<file path="config.mk">
export PLATFORM = sky130hd
export DESIGN_NAME = fvac_core
export DESIGN_NICKNAME = d
export VERILOG_FILES = /design/src/fvac_pkg.sv /design/src/fvac_core.sv
export VERILOG_INCLUDE_DIRS = /design/src
export SDC_FILE = /design/constraint.sdc
export NUM_CORES = 1
export LEC_CHECK = 0
export ABC_AREA = 1
export BUFFER_PORTS_ARGS = -buffer_cell sky130_fd_sc_hd__buf_2
export CORE_AREA = 2 2 252 254
export DETAILED_ROUTE_END_ITERATION = 10
export DIE_AREA = 0 0 254 256
export MAX_ROUTING_LAYER = met4
export PLACE_DENSITY_LB_ADDON = 0.2
export RECOVER_POWER = 100
export SYNTH_ARGS = -nofsm -noshare
export SYNTH_HDL_FRONTEND = slang
export SYNTH_SLANG_ARGS = --single-unit
</file>
<file path="constraint.sdc">
create_clock -name clk_in -period 7.95 [get_ports clk_in]
set_input_delay 0.3975 -clock clk_in [delete_from_list [all_inputs] [get_ports clk_in]]
set_output_delay 0.3975 -clock clk_in [all_outputs]
set_load 0.005 [all_outputs]
</file>
<file path="src/fvac_map.svh">
// Constants for the function and VF allocation command block.
// Assumes inclusion by the package, the design module and the bench.
`ifndef FVAC_MAP_SVH
`define FVAC_MAP_SVH
`define FVAC_CMD_SET_PF      8'h28
`define FVAC_CMD_GET_VF      8'h35
`define FVAC_CMD_SET_VF      8'h36
`define FVAC_RSP_SET_PF      8'hA8
`define FVAC_RSP_GET_VF      8'hB5
`define FVAC_RSP_SET_VF      8'hA8
`define FVAC_RSP_FLAG        8'h80
`define FVAC_RSP_OK          16'h0000
`define FVAC_RSP_FAIL        16'h0001
`define FVAC_RSN_NONE        16'h0000
`define FVAC_RSN_VF_TOTAL    16'h0001
`define FVAC_RSN_UNKNOWN     16'h0003
`define FVAC_MAP_WIDTH       32
`define FVAC_PF_USED         16
`define FVAC_ZERO32          32'h0000_0000
`endif

</file>
<file path="src/fvac_pkg.sv">
// Types for the function and VF allocation command block.
// Assumes fvac_map.svh is on the include path.
`default_nettype none
`include "fvac_map.svh"
package fvac_pkg;
  typedef struct packed {
    logic [7:0]  cmd_type;
    logic [31:0] chan_map;
    logic [31:0] enable_map;
    logic [31:0] endpoint_map;
    logic [127:0] vf_req;
  } fvac_cmd_t;
  typedef struct packed {
    logic [7:0]  rsp_type;
    logic [15:0] rsp_code;
    logic [15:0] reason_code;
    logic [127:0] vf_report;
  } fvac_rsp_t;
  typedef enum logic [1:0] {FVAC_IDLE, FVAC_REPLY} fvac_state_t;
endpackage
`default_nettype wire

</file>
<file path="src/fvac_core.sv">
// Command interpreter for PF assignment and VF allocation packets.
// Assumes a packet parser upstream delivers decoded payload words and a
// framer downstream adds header, checksum and padding; one clock domain.
`timescale 1ns/1ps
`default_nettype none
`include "fvac_map.svh"

// Behaviour
// - Channel map 32 bits, bits 0-15 one per function, upper bits zero.
// - Assigned disabled functions still get partition commands.
// - Channel map bits 0-15 are functions 0-15.
// - Enable map bits 0-15 enable functions.
// - Endpoint map bits 0-15 place functions.
// - Good set-assignment replies with type 0xA8.
// - VF query is type 0x35, no parameters.
// - Good VF query replies with type 0xB5.
// - Reply byte per function, function 0 first.
// - VF set command is type 0x36.
// - Set payload byte per function, function 0 first.
// - VF counts pending until next PCI reset.
// - Stored allocation persists until replaced.
// - Function assignment set command is type 0x28.
// - PF assignments pending until PCI reset, persistent.
module fvac_core #(
  parameter int NUM_PF = 16,
  parameter int VF_W   = 8
) (
  input  wire logic                    clk_in,
  input  wire logic                    rst_n_in,
  input  wire logic                    cmd_valid_in,
  input  wire fvac_pkg::fvac_cmd_t     cmd_in,
  input  wire logic [15:0]             vf_capacity_in,
  input  wire logic                    pci_reset_in,
  input  wire logic                    rsp_ready_in,
  output logic                         cmd_ready_out,
  output logic                         rsp_valid_out,
  output fvac_pkg::fvac_rsp_t          rsp_out,
  output logic [31:0]                  active_chan_map_out,
  output logic [31:0]                  active_enable_map_out,
  output logic [31:0]                  active_endpoint_map_out,
  output logic [NUM_PF*VF_W-1:0]       active_vf_out,
  output logic                         function_zero_bit_out
);

  typedef struct packed {
    fvac_pkg::fvac_state_t state;
    fvac_pkg::fvac_rsp_t   rsp;
    logic [31:0]           pend_chan;
    logic [31:0]           pend_enable;
    logic [31:0]           pend_endpoint;
    logic [31:0]           act_chan;
    logic [31:0]           act_enable;
    logic [31:0]           act_endpoint;
    logic [NUM_PF*VF_W-1:0] pend_vf;
    logic [NUM_PF*VF_W-1:0] act_vf;
    logic                  pci_q1;
    logic                  pci_q2;
  } fvac_core_state_t;

  fvac_core_state_t st_reg;
  fvac_core_state_t st_next;
  logic [15:0]      vf_sum;
  logic [NUM_PF*VF_W-1:0] req_vf;
  logic [NUM_PF*VF_W-1:0] rpt_vf;
  logic [31:0]      used_mask;
  logic             take_cmd;
  logic             take_set_pf;
  logic             take_get_vf;
  logic             take_set_vf;

  // Function 0 sits in the most significant byte lane, so the request is
  // flipped into an array indexed by function number.
  for (genvar g = 0; g < NUM_PF; g++) begin : g_lane
    assign req_vf[g*VF_W +: VF_W] = cmd_in.vf_req[NUM_PF*VF_W-1-g*VF_W -: VF_W];
    assign rpt_vf[NUM_PF*VF_W-1-g*VF_W -: VF_W] = st_reg.act_vf[g*VF_W +: VF_W];
  end

  // Sixteen bits hold the sum of any sensible number of byte lanes, so the
  // capacity compare never sees a wrapped total.
  always_comb begin
    vf_sum = 16'h0000;
    for (int i = 0; i < NUM_PF; i++) begin
      vf_sum = vf_sum + 16'(req_vf[i*VF_W +: VF_W]);
    end
  end

  // Only bits 0 through 15 name functions; upper bits are stored as zero.
  assign used_mask = {{(`FVAC_MAP_WIDTH-`FVAC_PF_USED){1'b0}}, {`FVAC_PF_USED{1'b1}}};

  always_comb begin
    st_next = st_reg;
    st_next.pci_q1 = pci_reset_in;
    st_next.pci_q2 = st_reg.pci_q1;
    // Pending values take effect on each clock while the twice-registered PCI reset is high.
    if (st_reg.pci_q2) begin
      st_next.act_chan     = st_reg.pend_chan;
      st_next.act_enable   = st_reg.pend_enable;
      st_next.act_endpoint = st_reg.pend_endpoint;
      st_next.act_vf       = st_reg.pend_vf;
    end
    case (st_reg.state)
      fvac_pkg::FVAC_IDLE: begin
        if (cmd_valid_in) begin
          st_next.state = fvac_pkg::FVAC_REPLY;
          st_next.rsp.rsp_code = `FVAC_RSP_OK;
          st_next.rsp.reason_code = `FVAC_RSN_NONE;
          st_next.rsp.vf_report = '0;
          case (cmd_in.cmd_type)
            `FVAC_CMD_SET_PF: begin
              // Assignment kept whether or not the function is enabled,
              // so disabled functions stay addressable.
              st_next.pend_chan     = cmd_in.chan_map & used_mask;
              st_next.pend_enable   = cmd_in.enable_map & used_mask;
              st_next.pend_endpoint = cmd_in.endpoint_map & used_mask;
              st_next.rsp.rsp_type  = `FVAC_RSP_SET_PF;
            end
            `FVAC_CMD_GET_VF: begin
              st_next.rsp.rsp_type  = `FVAC_RSP_GET_VF;
              st_next.rsp.vf_report = rpt_vf;
            end
            `FVAC_CMD_SET_VF: begin
              st_next.rsp.rsp_type = `FVAC_RSP_SET_VF;
              // The sum is checked here too, since a bad request would
              // otherwise corrupt configuration space at reset.
              if (vf_sum > vf_capacity_in) begin
                st_next.rsp.rsp_code    = `FVAC_RSP_FAIL;
                st_next.rsp.reason_code = `FVAC_RSN_VF_TOTAL;
              end else begin
                st_next.pend_vf = req_vf;
              end
            end
            default: begin
              st_next.rsp.rsp_type    = cmd_in.cmd_type | `FVAC_RSP_FLAG;
              st_next.rsp.rsp_code    = `FVAC_RSP_FAIL;
              st_next.rsp.reason_code = `FVAC_RSN_UNKNOWN;
            end
          endcase
        end
      end
      fvac_pkg::FVAC_REPLY: begin
        if (rsp_ready_in) begin
          st_next.state = fvac_pkg::FVAC_IDLE;
        end
      end
      default: st_next.state = fvac_pkg::FVAC_IDLE;
    endcase
    if (!rst_n_in) begin
      st_next = '0;
      st_next.state = fvac_pkg::FVAC_IDLE;
    end
  end

  always_ff @(posedge clk_in) begin
    st_reg <= st_next;
  end

  assign cmd_ready_out           = (st_reg.state == fvac_pkg::FVAC_IDLE);
  assign rsp_valid_out           = (st_reg.state == fvac_pkg::FVAC_REPLY);
  assign rsp_out                 = st_reg.rsp;
  assign active_chan_map_out     = st_reg.act_chan;
  assign active_enable_map_out   = st_reg.act_enable;
  assign active_endpoint_map_out = st_reg.act_endpoint;
  assign active_vf_out           = st_reg.act_vf;
  assign function_zero_bit_out   = st_reg.act_enable[0];

  assign take_cmd    = cmd_ready_out && cmd_valid_in;
  assign take_set_pf = take_cmd && (cmd_in.cmd_type == `FVAC_CMD_SET_PF);
  assign take_get_vf = take_cmd && (cmd_in.cmd_type == `FVAC_CMD_GET_VF);
  assign take_set_vf = take_cmd && (cmd_in.cmd_type == `FVAC_CMD_SET_VF);

  // Commands are judged at the edge that takes them and their effect one edge
  // later, once the reply and the pending copies have been registered.
  AST_PF_REPLY: assert property (@(posedge clk_in) disable iff (!rst_n_in)
    cmd_ready_out && cmd_valid_in && cmd_in.cmd_type == `FVAC_CMD_SET_PF
    |=> rsp_valid_out && rsp_out.rsp_type == `FVAC_RSP_SET_PF)
    else $error("set assignment reply type wrong");

  AST_PF_CODE: assert property (@(posedge clk_in) disable iff (!rst_n_in)
    take_set_pf
    |=> rsp_out.rsp_code == `FVAC_RSP_OK && rsp_out.reason_code == `FVAC_RSN_NONE)
    else $error("set assignment reply not clean");

  AST_CHAN_STORE: assert property (@(posedge clk_in) disable iff (!rst_n_in)
    take_set_pf
    |=> st_reg.pend_chan == ($past(cmd_in.chan_map) & used_mask))
    else $error("channel map not stored");

  AST_ENABLE_STORE: assert property (@(posedge clk_in) disable iff (!rst_n_in)
    take_set_pf
    |=> st_reg.pend_enable == ($past(cmd_in.enable_map) & used_mask))
    else $error("enable map not stored");

  AST_ENDPOINT_STORE: assert property (@(posedge clk_in) disable iff (!rst_n_in)
    take_set_pf
    |=> st_reg.pend_endpoint == ($past(cmd_in.endpoint_map) & used_mask))
    else $error("endpoint map not stored");

  AST_DISABLED_KEPT: assert property (@(posedge clk_in) disable iff (!rst_n_in)
    take_set_pf && cmd_in.chan_map[0] && !cmd_in.enable_map[0]
    |=> st_reg.pend_chan[0])
    else $error("disabled function lost its channel");

  AST_PF_ONLY_MAPS: assert property (@(posedge clk_in) disable iff (!rst_n_in)
    take_set_pf
    |=> $stable(st_reg.pend_vf))
    else $error("set assignment touched vf counts");

  AST_GET_REPLY: assert property (@(posedge clk_in) disable iff (!rst_n_in)
    cmd_ready_out && cmd_valid_in && cmd_in.cmd_type == `FVAC_CMD_GET_VF
    |=> rsp_valid_out && rsp_out.rsp_type == `FVAC_RSP_GET_VF)
    else $error("vf query reply type wrong");

  AST_GET_CODE: assert property (@(posedge clk_in) disable iff (!rst_n_in)
    take_get_vf
    |=> rsp_out.rsp_code == `FVAC_RSP_OK && rsp_out.reason_code == `FVAC_RSN_NONE)
    else $error("vf query reply not clean");

  AST_GET_DATA: assert property (@(posedge clk_in) disable iff (!rst_n_in)
    cmd_ready_out && cmd_valid_in && cmd_in.cmd_type == `FVAC_CMD_GET_VF && !st_reg.pci_q2
    |=> rsp_out.vf_report[NUM_PF*VF_W-1 -: VF_W] == $past(st_reg.act_vf[VF_W-1:0]))
    else $error("function 0 count not in top lane");

  AST_GET_LAST: assert property (@(posedge clk_in) disable iff (!rst_n_in)
    take_get_vf
    |=> rsp_out.vf_report[VF_W-1:0] == $past(st_reg.act_vf[NUM_PF*VF_W-1 -: VF_W]))
    else $error("last function count not in bottom lane");

  AST_GET_NO_WRITE: assert property (@(posedge clk_in) disable iff (!rst_n_in)
    take_get_vf
    |=> $stable(st_reg.pend_vf) && $stable(st_reg.pend_chan))
    else $error("vf query changed pending settings");

  AST_VF_REPLY: assert property (@(posedge clk_in) disable iff (!rst_n_in)
    take_set_vf
    |=> rsp_valid_out && rsp_out.rsp_type == `FVAC_RSP_SET_VF)
    else $error("vf set reply type wrong");

  AST_REJECT: assert property (@(posedge clk_in) disable iff (!rst_n_in)
    cmd_ready_out && cmd_valid_in && cmd_in.cmd_type == `FVAC_CMD_SET_VF
    && vf_sum > vf_capacity_in
    |=> rsp_out.rsp_code == `FVAC_RSP_FAIL && $stable(st_reg.pend_vf))
    else $error("over capacity request not rejected");

  AST_REJECT_REASON: assert property (@(posedge clk_in) disable iff (!rst_n_in)
    take_set_vf && vf_sum > vf_capacity_in
    |=> rsp_out.reason_code == `FVAC_RSN_VF_TOTAL)
    else $error("over capacity reason wrong");

  AST_STORE: assert property (@(posedge clk_in) disable iff (!rst_n_in)
    cmd_ready_out && cmd_valid_in && cmd_in.cmd_type == `FVAC_CMD_SET_VF
    && vf_sum <= vf_capacity_in
    |=> st_reg.pend_vf[VF_W-1:0] == $past(cmd_in.vf_req[NUM_PF*VF_W-1 -: VF_W]))
    else $error("vf request not stored");

  AST_STORE_LAST: assert property (@(posedge clk_in) disable iff (!rst_n_in)
    take_set_vf && vf_sum <= vf_capacity_in
    |=> st_reg.pend_vf[NUM_PF*VF_W-1 -: VF_W] == $past(cmd_in.vf_req[VF_W-1:0]))
    else $error("last function request not stored");

  AST_VF_KEEP: assert property (@(posedge clk_in) disable iff (!rst_n_in)
    !take_set_vf
    |=> $stable(st_reg.pend_vf))
    else $error("pending vf counts changed without a set");

  AST_UNKNOWN_KEEP: assert property (@(posedge clk_in) disable iff (!rst_n_in)
    take_cmd && !take_set_pf && !take_get_vf && !take_set_vf
    |=> rsp_out.rsp_code == `FVAC_RSP_FAIL && $stable(st_reg.pend_chan))
    else $error("unknown command not refused");

  AST_PF_KEEP: assert property (@(posedge clk_in) disable iff (!rst_n_in)
    !take_set_pf
    |=> $stable(st_reg.pend_chan) && $stable(st_reg.pend_enable)
    && $stable(st_reg.pend_endpoint))
    else $error("pending maps changed without a set");

  AST_HOLD: assert property (@(posedge clk_in) disable iff (!rst_n_in)
    !st_reg.pci_q2 |=> $stable(active_vf_out) && $stable(active_chan_map_out))
    else $error("active settings changed without pci reset");

  AST_HOLD_MAPS: assert property (@(posedge clk_in) disable iff (!rst_n_in)
    !st_reg.pci_q2
    |=> $stable(active_enable_map_out) && $stable(active_endpoint_map_out))
    else $error("active maps changed without pci reset");

  AST_APPLY: assert property (@(posedge clk_in) disable iff (!rst_n_in)
    st_reg.pci_q2 |=> active_chan_map_out == $past(st_reg.pend_chan)
    && active_vf_out == $past(st_reg.pend_vf))
    else $error("pending settings not applied");

  AST_APPLY_MAPS: assert property (@(posedge clk_in) disable iff (!rst_n_in)
    st_reg.pci_q2 |=> active_enable_map_out == $past(st_reg.pend_enable)
    && active_endpoint_map_out == $past(st_reg.pend_endpoint))
    else $error("pending maps not applied");

  AST_UPPER: assert property (@(posedge clk_in) disable iff (!rst_n_in)
    (st_reg.pend_chan & ~used_mask) == `FVAC_ZERO32
    && (st_reg.pend_enable & ~used_mask) == `FVAC_ZERO32)
    else $error("unused function bits stored");

  AST_UPPER_EP: assert property (@(posedge clk_in) disable iff (!rst_n_in)
    (st_reg.pend_endpoint & ~used_mask) == `FVAC_ZERO32)
    else $error("unused endpoint bits stored");

  AST_REPLY_HOLD: assert property (@(posedge clk_in) disable iff (!rst_n_in)
    rsp_valid_out && !rsp_ready_in |=> rsp_valid_out && $stable(rsp_out))
    else $error("reply dropped before taken");

endmodule
`default_nettype wire

</file>
==> impl_metrics.tcl <==
set metrics [dict create \
    status "complete, but fails checks" \
    failed_checks "max-capacitance violations, max-slew violations" \
    drt-pass1-iter-count 5 \
    yosys.area_share.simple_pct 16.2 \
    synth_warnings 0 \
    slew-limit-headroom_pct -182 \
    muxShareOfSynthArea_pct 0 \
    timing.critical_path.mode_cell "fa_1" \
    port-buffer-count 522 \
    yosysMostFrequentCell "nor2_1" \
    critPathLaunchType "input pin" \
    ys_types 31 \
    yosysSeqAreaShare_pct 40.5 \
    postSynthAreaPerCell_um2 7.81 \
    yosysTopAreaCell "dfxtp_1" \
    fmax_mhz 134 \
    gp_congestion 0.822 \
    p_leak_nw 12.9 \
    wl_mm 70.3 \
    worst_pin_slew_ps 4240 \
    fin_setup_tns_ps 0 \
    powerDensity_mw_per_mm2 368 \
    required_ps 8440 \
    dr_total_vias 18900 \
    synth_fa_ha_area_share_pct 10.6 \
    initial_utilization_pct 39.1 \
    io_pins 648 \
    syn_inst 3122 \
    worstHoldStart "cmd_in[103]" \
    n_fill_cell 6655 \
    skew_ps 17.8 \
    critical-path-slowest-cell "fa_1" \
    synth_ff_type "dfxtp_1" \
    dp_hpwl_mm 49.7 \
    worstPathMaxFanout 32 \
    synth.top_cell.area_share_pct 40.5 \
    hp-class "in2reg" \
    synth_top_family_by_area "buffers and inverters" \
    drt-initial-drc-count 1122 \
    fin_crit_ps 7460 \
    dieHeight_um 256 \
    worstHoldPathCells 3 \
    finalSetupViolations 0 \
    hold_violations 0 \
    root_buffer "clkbuf_16" \
    fp.dieW_um 254 \
    async_reset_ff_share_pct 0 \
    postCtsSetupBuffers 0 \
    cts_buffers 54 \
    cts.path.max_buffers 3 \
    ctsHtreeMaxLevel 2 \
    antenna_found_initial 29 \
    crit_path_end_kind "register" \
    synth-xor-area-share_pct 0.287 \
    insertion_delay_ps 620 \
    grt_pass1_vias 17800 \
    syn_area_mm2 0.0244 \
    area_growth_pct 10.4 \
    critical-path-max-stage-delay_ps 590 \
    drc 0 \
    viasPerCell 4.50 \
    ant_nets 0 \
    peakVddDrop_v 0.000640 \
    nNetsFinal 3665 \
    r2r_start "st_reg[618]" \
    synth-edff-count 0 \
    critPathKind "in2reg" \
    largest_reg_flops 179 \
    path_clk_slew_ps 60 \
    min_to "st_reg[161]" \
    rr_worst_depth 7 \
    hold_slack_ps 39.0 \
    coreArea_mm2 0.0624 \
    synth_compound_area_share_pct 11.6 \
    grt_pass1_wl_mm 106 \
    routedWlPerCell_um 16.8 \
    rrSetupSlack_ps 1010 \
    regToRegEndpoint "st_reg[368]" \
    clkSinkCount 493 \
    slew_violations 475 \
    rsz0062_at_grt "false" \
    netlist_top_cells_count "nor2_1, dfxtp_1, buf_4" \
    cts_tree "built" \
    rows 92 \
    ys_ff_latch 493 \
    die_area_mm2 0.0650 \
    finalCritPeriodShare_pct 93.8 \
    grt_max_degree 176 \
    synthTopCellsByArea "dfxtp_1, buf_4, fa_1, nor2_1, o21ai_0" \
    drv_cap 6 \
    overflow 0 \
    grtUsageTotal_pct 21.7 \
    drive_above_1_share_pct 13.5 \
    arrival_ps 7950 \
]
[per-stage QoR]
step           util [%]  std cells  area, um2  setup slack (ps)  total power, mW
2_1_floorplan         -       3198      24700              1540             6.37
3_3_place_gp       39.9       4022      24900               401             7.31
3_5_place_dp       39.9       4022      24900               324             7.32
4_1_cts            43.6       4159      27200               387             10.1
5_1_grt            43.2       4187      26900              21.9             10.9
6_report           43.2       4190      26900               492             9.92
[kinds of logic after synthesis]
| kind of cell | Yosys count |
|---|---|
| and+or+nand+nor | 990 |
| AOI/OAI and AO/OA | 562 |
| xor gates and xnor gates | 8 |
| other | 1 |
| DFF | 493 |
| adders and majority gates | 142 |
| buffers and inverters | 926 |
[per-layer routing]
metal  GRT usage [%]  share of wire (%)  up-vias
met3            5.01                6.4       78
met5               -                  0        -
met2            33.8                 47      456
met4            5.67                1.7        0
li1                -                  -     9572
met1            28.2                 45     8756
[how the worst max path moves through the flow]
stage / start / end / depth (start not counted)
final: cmd_in[58] / st_reg[235] / 29
after global routing: cmd_in[58] / st_reg[213] / 30
after CTS: cmd_in[58] / st_reg[205] / 29
after detailed placement: cmd_in[50] / st_reg[205] / 28
after global placement: cmd_in[50] / st_reg[205] / 28
after floorplan: cmd_in[50] / st_reg[217] / 28
[critical path, delay by kind of cell]
| kind | cells | cell delay [ps] |
|---|---|---|
| adders and majority gates | 9 | 4080 |
| and+or+nand+nor | 9 | 1570 |
| buffers and inverters | 9 | 1460 |
| AOI/OAI and AO/OA | 1 | 220 |
| xor gates and xnor gates | 1 | 160 |
[layout make-up]
| cell class | instances | area [um2] | area share [%] |
|---|---|---|---|
| flip-flops and latches | 493 | 9870 | 36.6 |
| multi-input cells | 1780 | 9740 | 36.2 |
| repair buffers | 587 | 2950 | 10.9 |
| clock buffers | 77 | 1570 | 5.82 |
| inverters | 354 | 1330 | 4.94 |
| well taps | 846 | 1060 | 3.93 |
| clock inverters | 23 | 340 | 1.26 |
| diodes | 30 | 75.1 | 0.279 |
[placed cells by master, fill, tap and decap left out, types with 54 or more instances in the layout]
master and instances:
nand2_1 295, inv_1 350, conb_1 77, dfxtp_1 493, nor2_1 548, a21oi_1 195
fa_1 108, clkbuf_16 54, o21ai_0 358, buf_2 321, nor3_1 130, clkbuf_1 212
[what timing repair did]
| item | in CTS | in global routing |
|---|---|---|
| hold buffers | 37 | 0 |
| endpoints found under the hold margin | 37 | 0 |
| setup endpoints to repair | 0 | 113 |
| resized for setup | 0 | 2 |
[power breakdown]
group / switching (mW) / internal [mW]
Clock: 1.07 / 1.61
Sequential: 0.0559 / 2.56
Combinational: 2.67 / 1.96
(Power assumes the default switching activity.)
